===== config.mk =====
export PLATFORM = sky130hd
export DESIGN_NAME = bfd_decoder
export DESIGN_NICKNAME = d
export VERILOG_FILES = /design/src/hdl/bfd_pkg.sv /design/src/hdl/bfd_decoder.sv
export SDC_FILE = /design/constraint.sdc
export NUM_CORES = 1
export LEC_CHECK = 0
export BUFFER_PORTS_ARGS = -buffer_cell sky130_fd_sc_hd__buf_2
export CORE_MARGIN = 10
export CORE_UTILIZATION = 40
export CTS_CLUSTER_SIZE = 14
export DETAILED_ROUTE_END_ITERATION = 7
export GPL_TIMING_DRIVEN = 0
export HOLD_SLACK_MARGIN = 0.05
export PLACE_DENSITY = 0.6
export SETUP_SLACK_MARGIN = 0.4
export SLEW_MARGIN = 20
export SYNTH_ARGS = -nofsm -noshare
export SYNTH_HDL_FRONTEND = slang
export SYNTH_SLANG_ARGS = --single-unit

===== constraint.sdc =====
create_clock -name CLK_I -period 3.92 [get_ports CLK_I]
set_input_delay 0.392 -clock CLK_I [delete_from_list [all_inputs] [get_ports CLK_I]]
set_output_delay 0.392 -clock CLK_I [all_outputs]
set_load 0.01 [all_outputs]

===== src/hdl/bfd_pkg.sv =====
// constants, encodings and state type of the byte file op decoder
package bfd_pkg;
   // ---------------------------------------------------------------
   // instruction fields
   // ---------------------------------------------------------------
   localparam int IW       = 14;
   localparam int CLS_HI   = 13;
   localparam int CLS_LO   = 12;
   localparam int OP_HI    = 11;
   localparam int OP_LO    = 8;
   localparam int DST_BIT  = 7;
   localparam int FA_HI    = 6;
   localparam int BIT_HI   = 9;
   localparam int BIT_LO   = 7;
   localparam int BOP_HI   = 11;
   localparam int BOP_LO   = 10;
   localparam logic [1:0] CLS_BYTE = 2'h0;
   localparam logic [1:0] CLS_BIT  = 2'h1;
   // byte op nibbles
   localparam logic [3:0] OP_CLR = 4'h1;
   localparam logic [3:0] OP_DEC = 4'h3;
   localparam logic [3:0] OP_IOR = 4'h4;
   localparam logic [3:0] OP_AND = 4'h5;
   localparam logic [3:0] OP_ADD = 4'h7;
   localparam logic [3:0] OP_MOV = 4'h8;
   localparam logic [3:0] OP_COM = 4'h9;
   localparam logic [3:0] OP_INC = 4'hA;
   localparam logic [3:0] OP_DSZ = 4'hB;
   localparam logic [3:0] OP_ISZ = 4'hF;
   // bit op selects
   localparam logic [1:0] BOP_CLR = 2'h0;
   localparam logic [1:0] BOP_SET = 2'h1;
   // file address that carries the read side effect
   localparam logic [6:0] SECOND_IO_PORT_ADDR = 7'h06;
   // ---------------------------------------------------------------
   // register map (byte addresses)
   // ---------------------------------------------------------------
   localparam logic [11:0] CTRL_OFS   = 12'h000;
   localparam logic [11:0] ACC_OFS    = 12'h004;
   localparam logic [11:0] STATUS_OFS = 12'h008;
   localparam logic [11:0] INSTR_OFS  = 12'h00C;
   localparam int ST_C  = 0;
   localparam int ST_DC = 1;
   localparam int ST_Z  = 2;
   localparam int ST_FO = 3;
   localparam logic [7:0] ACC_RST = 8'h00;
   // ---------------------------------------------------------------
   // state
   // ---------------------------------------------------------------
   typedef enum logic [1:0] {PH_Q1, PH_Q2, PH_Q3, PH_Q4} bfd_phase_t;
   typedef struct packed {
      bfd_phase_t  ph;
      logic        run;
      logic [7:0]  acc;
      logic        c;
      logic        dc;
      logic        z;
      logic        foreign;
      logic [13:0] instr;
      logic        op_vld;
      logic        skip_pend;
      logic [6:0]  faddr;
      logic        frd;
      logic        fwr;
      logic [7:0]  fwdata;
      logic        port_clr;
      logic        take;
      logic        skip;
      logic        pready;
      logic [31:0] prdata;
      logic        pslverr;
   } bfd_state_t;
endpackage : bfd_pkg


===== src/hdl/bfd_decoder.sv =====
// byte-oriented file register instruction decoder and executor
// Notes on behaviour
// - each file instruction reads its register, operates, and stores the result where chosen.
// - the file read happens even when the instruction only writes the register.
// - clearing the second I/O port reads it first, and that read clears its change mismatch.
// - the seven-bit address field picks one of 128 file locations, 0x00 to 0x7F.
// - the bit index field picks one bit of an 8-bit register for bit operations.
// - don't-care bits are ignored; either value behaves the same.
// - destination bit 0 stores to the accumulator, 1 stores back to the file register.
// - nibble 0001 clears the file (bit 7 set, after reading) or the accumulator, and sets zero.
// - nibble 0100 ORs accumulator with file, stores per destination, updates only zero.
// - nibble 1011 decrements, stores, skips on zero, takes 1 or 2 cycles, touches no flags.
// - nibble 1111 increments, stores, skips on zero, takes 1 or 2 cycles, touches no flags.
// - each instruction cycle is four clock periods and most instructions finish in one.
// - a taken skip spends the next instruction cycle as a no-operation.
//
// Chosen here: the register offsets and the APB slave port.
module bfd_decoder (
   input  wire logic              CLK_I,
   input  wire logic              RST_N_I,
   input  wire logic              PSEL_I,
   input  wire logic              PENABLE_I,
   input  wire logic              PWRITE_I,
   input  wire logic [11:0]       PADDR_I,
   input  wire logic [31:0]       PWDATA_I,
   output logic      [31:0]       PRDATA_O,
   output logic                   PREADY_O,
   output logic                   PSLVERR_O,
   input  wire logic [13:0]       INSTR_I,
   input  wire logic              INSTR_VLD_I,
   output logic                   INSTR_TAKE_O,
   output logic                   SKIP_O,
   output logic      [6:0]        FILE_ADDR_O,
   output logic                   FILE_RD_O,
   input  wire logic [7:0]        FILE_RDATA_I,
   output logic                   FILE_WR_O,
   output logic      [7:0]        FILE_WDATA_O,
   output logic                   PORT_CHG_CLR_O
);
   import bfd_pkg::*;

   // ---------------------------------------------------------------
   // state
   // ---------------------------------------------------------------
   // the whole block state lives in one packed struct
   bfd_state_t s_q;
   bfd_state_t s_d;

   // ---------------------------------------------------------------
   // decode of the latched word
   // ---------------------------------------------------------------
   // fields of the word latched at the end of Q1
   logic [1:0] cls;
   logic [3:0] op;
   logic       dst;
   logic [6:0] fa;
   logic [2:0] bidx;
   logic [1:0] bop;
   logic       is_byte;
   logic       is_bit;
   logic       known;
   logic       reads_file;

   // don't-care bits are never looked at, so either value acts alike
   assign cls     = s_q.instr[CLS_HI:CLS_LO];
   assign op      = s_q.instr[OP_HI:OP_LO];
   assign dst     = s_q.instr[DST_BIT];
   assign fa      = s_q.instr[FA_HI:0];
   assign bidx    = s_q.instr[BIT_HI:BIT_LO];
   assign bop     = s_q.instr[BOP_HI:BOP_LO];
   assign is_byte = (cls == CLS_BYTE);
   assign is_bit  = (cls == CLS_BIT) && (bop == BOP_CLR || bop == BOP_SET);

   // opcodes this block executes; the rest are left to other logic
   always_comb begin
      known = 1'b0;
      if (is_bit) begin
         known = 1'b1;
      end else if (is_byte) begin
         case (op)
            OP_CLR, OP_DEC, OP_IOR, OP_AND, OP_ADD,
            OP_MOV, OP_COM, OP_INC, OP_DSZ, OP_ISZ: known = 1'b1;
            default: known = 1'b0;
         endcase
      end
   end

   // every file-naming op reads, even clear; only the accumulator clear has no file
   assign reads_file = known && !(is_byte && op == OP_CLR && !dst);

   // ---------------------------------------------------------------
   // operation unit
   // ---------------------------------------------------------------
   // operand, result and flag-update controls
   logic [7:0] fv;
   logic [7:0] res;
   logic [8:0] sum;
   logic [4:0] lsum;
   logic       to_file;
   logic       upd_z;
   logic       upd_cd;
   logic       skip_op;

   // the file value is used in the cycle its read strobe is high
   // limitation: the register file must answer combinationally from the address
   assign fv   = FILE_RDATA_I;
   assign sum  = {1'b0, s_q.acc} + {1'b0, fv};
   assign lsum = {1'b0, s_q.acc[3:0]} + {1'b0, fv[3:0]};

   // pass-through by default, which is all a move needs
   always_comb begin
      res     = fv;
      to_file = dst;
      upd_z   = 1'b1;
      upd_cd  = 1'b0;
      skip_op = 1'b0;
      if (is_bit) begin
         to_file = 1'b1;
         upd_z   = 1'b0;
         res[bidx] = (bop == BOP_SET);
      end else begin
         case (op)
            OP_CLR: res = 8'h00;
            OP_IOR: res = s_q.acc | fv;
            OP_AND: res = s_q.acc & fv;
            OP_ADD: begin
               res    = sum[7:0];
               upd_cd = 1'b1;
            end
            OP_COM: res = ~fv;
            OP_DEC: res = fv - 8'h01;
            OP_INC: res = fv + 8'h01;
            OP_MOV: res = fv;
            OP_DSZ: begin
               res     = fv - 8'h01;
               upd_z   = 1'b0;
               skip_op = (res == 8'h00);
            end
            OP_ISZ: begin
               res     = fv + 8'h01;
               upd_z   = 1'b0;
               skip_op = (res == 8'h00);
            end
            default: res = fv;
         endcase
      end
   end

   // ---------------------------------------------------------------
   // apb decode
   // ---------------------------------------------------------------
   // bus side: access phase, write strobe and read mux
   logic        acc_ph;
   logic        wr_en;
   logic        hit;
   logic [31:0] rdata;

   assign acc_ph = PSEL_I && PENABLE_I;
   // writes land on the edge where the registered ready is seen high
   assign wr_en  = acc_ph && s_q.pready && PWRITE_I;

   // read mux; an unmapped offset answers zero with a slave error
   always_comb begin
      hit   = 1'b1;
      rdata = 32'h0000_0000;
      case (PADDR_I)
         CTRL_OFS:   rdata[0] = s_q.run;
         ACC_OFS:    rdata[7:0] = s_q.acc;
         STATUS_OFS: begin
            rdata[ST_C]  = s_q.c;
            rdata[ST_DC] = s_q.dc;
            rdata[ST_Z]  = s_q.z;
            rdata[ST_FO] = s_q.foreign;
         end
         INSTR_OFS:  rdata[IW-1:0] = s_q.instr;
         default:    hit = 1'b0;
      endcase
   end

   // ---------------------------------------------------------------
   // next state
   // ---------------------------------------------------------------
   // strobes default low so each one is a single-cycle pulse
   always_comb begin
      s_d          = s_q;
      s_d.frd      = 1'b0;
      s_d.fwr      = 1'b0;
      s_d.port_clr = 1'b0;
      s_d.take     = 1'b0;
      s_d.skip     = 1'b0;

      // software writes first; the instruction path below overrides them
      if (wr_en && PADDR_I == CTRL_OFS) begin
         s_d.run = PWDATA_I[0];
      end
      if (wr_en && PADDR_I == ACC_OFS) begin
         s_d.acc = PWDATA_I[7:0];
      end
      if (wr_en && PADDR_I == STATUS_OFS) begin
         s_d.c  = PWDATA_I[ST_C];
         s_d.dc = PWDATA_I[ST_DC];
         s_d.z  = PWDATA_I[ST_Z];
         if (PWDATA_I[ST_FO]) begin
            s_d.foreign = 1'b0;                                // write one to clear
         end
      end

      // four clock phases make one instruction cycle
      case (s_q.ph)
         // Q1: take a word if the core runs and one is offered
         PH_Q1: begin
            s_d.ph     = PH_Q2;
            s_d.op_vld = 1'b0;
            if (s_q.run && INSTR_VLD_I) begin
               s_d.take  = 1'b1;
               s_d.instr = INSTR_I;
               // a pending skip consumes this word as a no-operation
               s_d.op_vld    = !s_q.skip_pend;
               s_d.skip_pend = 1'b0;
            end
         end
         // Q2: address the file; every file-naming op reads here
         PH_Q2: begin
            s_d.ph = PH_Q3;
            if (s_q.op_vld && reads_file) begin
               s_d.faddr    = fa;
               s_d.frd      = 1'b1;
               s_d.port_clr = (fa == SECOND_IO_PORT_ADDR);
            end
            if (s_q.op_vld && !known) begin
               s_d.foreign = 1'b1;                             // set beats clear
            end
         end
         // Q3: the result goes to the accumulator or out as a file write
         PH_Q3: begin
            s_d.ph = PH_Q4;
            if (s_q.op_vld && known) begin
               if (to_file) begin
                  s_d.fwr    = 1'b1;
                  s_d.fwdata = res;
               end else begin
                  s_d.acc = res;
               end
               if (upd_z) begin
                  s_d.z = (res == 8'h00);
               end
               if (upd_cd) begin
                  s_d.c  = sum[8];
                  s_d.dc = lsum[4];
               end
               if (skip_op) begin
                  s_d.skip      = 1'b1;
                  s_d.skip_pend = 1'b1;
               end
            end
         end
         // Q4: the file takes the write strobe; nothing else to do
         PH_Q4: s_d.ph = PH_Q1;
         default: s_d.ph = PH_Q1;
      endcase

      // one wait state, then ready; data and error held with it
      if (acc_ph && !s_q.pready) begin
         s_d.pready  = 1'b1;
         s_d.prdata  = PWRITE_I ? 32'h0000_0000 : rdata;
         s_d.pslverr = !hit;
      end else begin
         s_d.pready  = 1'b0;
         s_d.pslverr = 1'b0;
      end
   end

   // ---------------------------------------------------------------
   // registers
   // ---------------------------------------------------------------
   // async clear restarts the phase counter at Q1 with the core stopped
   // only constants load here, so reset needs no clock
   always_ff @(posedge CLK_I or negedge RST_N_I) begin
      if (!RST_N_I) begin
         s_q <= '0;
         s_q.ph  <= PH_Q1;
         s_q.acc <= ACC_RST;
      end else begin
         s_q <= s_d;
      end
   end

   // ---------------------------------------------------------------
   // outputs straight from state
   // ---------------------------------------------------------------
   // no gates here, so every pin is a flop output
   assign PRDATA_O       = s_q.prdata;
   assign PREADY_O       = s_q.pready;
   assign PSLVERR_O      = s_q.pslverr;
   assign INSTR_TAKE_O   = s_q.take;
   assign SKIP_O         = s_q.skip;
   assign FILE_ADDR_O    = s_q.faddr;
   assign FILE_RD_O      = s_q.frd;
   assign FILE_WR_O      = s_q.fwr;
   assign FILE_WDATA_O   = s_q.fwdata;
   assign PORT_CHG_CLR_O = s_q.port_clr;

endmodule : bfd_decoder


==> results.cfg <==
[run_status]
status = finished clean

[detailed_routing]
drc = 0
ant_nets = 0
wl_mm = 15.6
via_count = 4523
vias_per_cell = 5.52
drtIter0Drc = 358
dr.pass1.iters = 5
avgRoutedWirePerCell_um = 19.0

[clocking]
root_buffer = clkbuf_16
clock_path_buffers = 2
numCtsBuffers = 9
clk_pin_slew_ps = 60
postCtsResizedCells = 0
cts_sinks = 67
clkLatencyLatePin_ps = 340
htree_levels = 3
cts_tree = done

[synth]
synth_top_area_share_pct = 34.5
synth_cell_type_count = 66
async_flop_share_pct = 100
netlist_instances = 556
synth_simple_gate_area_share_pct = 18.4
synth_area_leaders = dfrtp_1 34%, buf_4 7.3%, ha_1 5.7%, nand2_1 4.9%, mux2_2 4.2%
synth.area.mux_share_pct = 7.71
synthAdderAreaFrac_pct = 6.07
yosys_register_bits = 67
synth_compound_area_share_pct = 18.3
synth_xor_area_share_pct = 2.34
synth_top_family_by_area = simple AND/OR/NAND/NOR gates
synth_largest_area_cell = dfrtp_1
ys.flop_type = dfrtp_1
syn_avg_cell_area_um2 = 8.75
synth-edff-count = 0
syn_area_um2 = 4870
ys_seq_area_share_pct = 34.5
yosys_warnings = 0

[power_and_ir_drop]
power.total_mw = 1.61
ir_drop_mv = 0.263
power_density_nw_per_um2 = 275
power_leakage_nw = 2.87

[timing]
tns_ps = 0
setup_viol = 0
post-route-period-util_pct = 75.5
worstMarginPinSlew_ps = 889
max_freq_mhz = 338
min_period_ps = 2960
rsz0062_at_grt = false
drv_slew = 0
skew_ps = 5.64
slew_headroom_pct = 40.2
hold_violations = 0

[finish]
area_delta_synth_final_pct = 20.0
n_fill_cell = 1188
final_nets = 762
layout-drive-gt1-share_pct = 28.0
fin_cells = 819
antennaDiodeCount = 0

[flow_run]
maxCapViolCount = 0

[placed_design]
gp_congestion = 0.892
io_buffers = 81
placed_cells = 802
dp_hpwl_mm = 12.3

[floorplanning]
dieWidth_um = 130
dieHeight_um = 130
ios = 126
rows = 40
core_um2 = 12000
start_util_pct = 40.7
die_area_um2 = 17000

[grt]
grt_pass1_vias = 4432
antenna_found_initial = 0
gr-usage-all-layers_pct = 18.2
grt_pass1_wl_mm = 24.1
grt_max_degree = 38
grt.overflow.total = 0

[setup_path]
worstSetupEndpointType = register
path_cells = ha_1, fa_1, a211oi_1, nor2_1, mux2i_1, o22a_1, a221oi_1, nor2_1, a41o_1
r2r_cells = 9
start_kind = register
critPathArrivalTime_ps = 3190
crit_path_end = s_q[71]
startpoint = s_q[74]
cpMostUsedCell = nor2_1
reg2reg_from = s_q[74]
cp_slowest_cell = a221oi_1
critPathMaxFanout = 4
crit_path_max_incr_delay_ps = 550
rrSetupSlack_ps = 960
reg2reg_to = s_q[71]
crit_required_ps = 4150
critPathKind = reg -> reg

[min_path]
hp-class = in -> reg
-- timing repair --
action                                  4_1_cts  5_1_grt
buffers inserted                              0        0
hold buffers                                  1        0
endpoints found under the setup margin        0        0
endpoints found under the hold margin        30        0
-- cells in the final DEF (no fill, tap or decap), types with 8 or more instances in the layout --
cell type and n:
nand3_1 15, a211oi_1 8, clkbuf_1 15, dfrtp_1 67
ha_1 22, a22o_1 11, mux2i_1 15, o21ai_0 36
xnor2_1 11, nand2_1 64, nand2b_1 8, mux2_2 18
nor2_1 33, conb_1 18, inv_1 26, nor3_1 12
buf_4 48, nor4_1 9, clkbuf_16 9, buf_2 91
a21oi_1 26
-- cell type report --
cell class	instances	area (um2)	share of cell area, %
Tap cell	147	184	3.15
Buffer	79	509	8.72
Sequential cell	67	1680	28.7
Inverter	28	105	1.80
Timing Repair Buffer	83	438	7.50
Clock buffer	10	239	4.09
Clock inverter	6	41.3	0.707
Multi-Input combinational cell	399	2640	45.3
-- metrics by stage --
stage | hold slack (ps) | instance area (um2) | utilization, % | setup WS (ps)
2_1_floorplan | 96.4 | 4930 | - | 1380
3_3_place_gp | 435 | 5520 | 46.1 | 713
3_5_place_dp | 355 | 5550 | 46.4 | 623
4_1_cts | 280 | 5840 | 48.8 | 955
5_1_grt | 283 | 5840 | 48.8 | 822
6_report | 286 | 5840 | 48.8 | 960
-- worst min-delay path by stage --
stage / from / end / slack, ps / cells past startpoint
finish: INSTR_I[8] / bidx[1] / 290 / 2
global route: INSTR_I[6] / fa[6] / 280 / 2
CTS: INSTR_I[6] / fa[6] / 280 / 2
detailed placement: RST_N_I / FILE_WR_O / 360 / 1
global placement: s_q[54] / s_q[55] / 430 / 1
floorplan: RST_N_I / FILE_ADDR_O[0] / 100 / 0
-- critical path: cells and delay by family (launching register included) --
| kind | cells | cell delay [ps] |
|---|---|---|
| AOI/OAI and AO/OA | 4 | 1270 |
| adders and majority gates | 2 | 720 |
| DFF | 1 | 450 |
| and+or+nand+nor | 2 | 260 |
| muxes | 1 | 140 |
-- flip-flops by register name, summed over array words and instances (netlist names) --
register        flops
FILE_ADDR_O         7
fa                  7
bop                 2
PRDATA_O           14
PREADY_O            1
cls                 2
SKIP_O              1
FILE_RD_O           1
FILE_WDATA_O        8
bidx                3
s_q                17
FILE_WR_O           1
PORT_CHG_CLR_O      1
PSLVERR_O           1
INSTR_TAKE_O        1
-- per-layer routing --
layer / wire (um) / global-route usage (%) / vias up
met5: 0 / 0 / -
met4: 255 / 5.56 / 0
met3: 1030 / 4.02 / 25
met2: 7440 / 29.6 / 193
met1: 6860 / 23.7 / 2165
li1: - / - / 2140
-- where the power goes --
group / internal (mW) / switching [mW] / leakage, nW
Combinational: 0.0655 / 0.0991 / 1.87
Clock: 0.443 / 0.305 / 0.130
Sequential: 0.693 / 0.000646 / 0.873
-- kinds of logic (layout without fill, tap and decap cells) --
logic type                 Yosys count  after routing
DFF                                 67             67
muxes                               34             34
AOI/OAI and AO/OA                  130            130
and+or+nand+nor                    181            181
xor gates and xnor gates            13             13
adders and majority gates           23             23
buffers and inverters              107            206
other                                1             18
-- Yosys cell counts, types with 3 or more instances --
| master | count |
|---|---|
| a21oi_1 | 26 |
| nand2b_1 | 8 |
| mux2i_1 | 15 |
| o32ai_1 | 3 |
| mux2_2 | 18 |
| a211oi_1 | 8 |
| buf_4 | 47 |
| nor2_1 | 33 |
| clkbuf_1 | 15 |
| a221oi_1 | 7 |
| and3_1 | 4 |
| o211ai_1 | 3 |
| nor2b_1 | 5 |
| nand4_1 | 6 |
| nor3_1 | 12 |
| a31oi_1 | 6 |
| a21o_1 | 3 |
| dfrtp_1 | 67 |
| nor4_1 | 9 |
| ha_1 | 22 |
| or3_1 | 3 |
| buf_2 | 11 |
| buf_1 | 3 |
| xnor2_1 | 11 |
| nor3b_1 | 4 |
| o21ai_0 | 36 |
| nand3_1 | 15 |
| nand2_1 | 64 |
| o221ai_1 | 3 |
| nand3b_1 | 4 |
| inv_1 | 26 |
| buf_6 | 3 |
| a22o_1 | 11 |
Note: power is estimated with default switching activity, not from simulation.
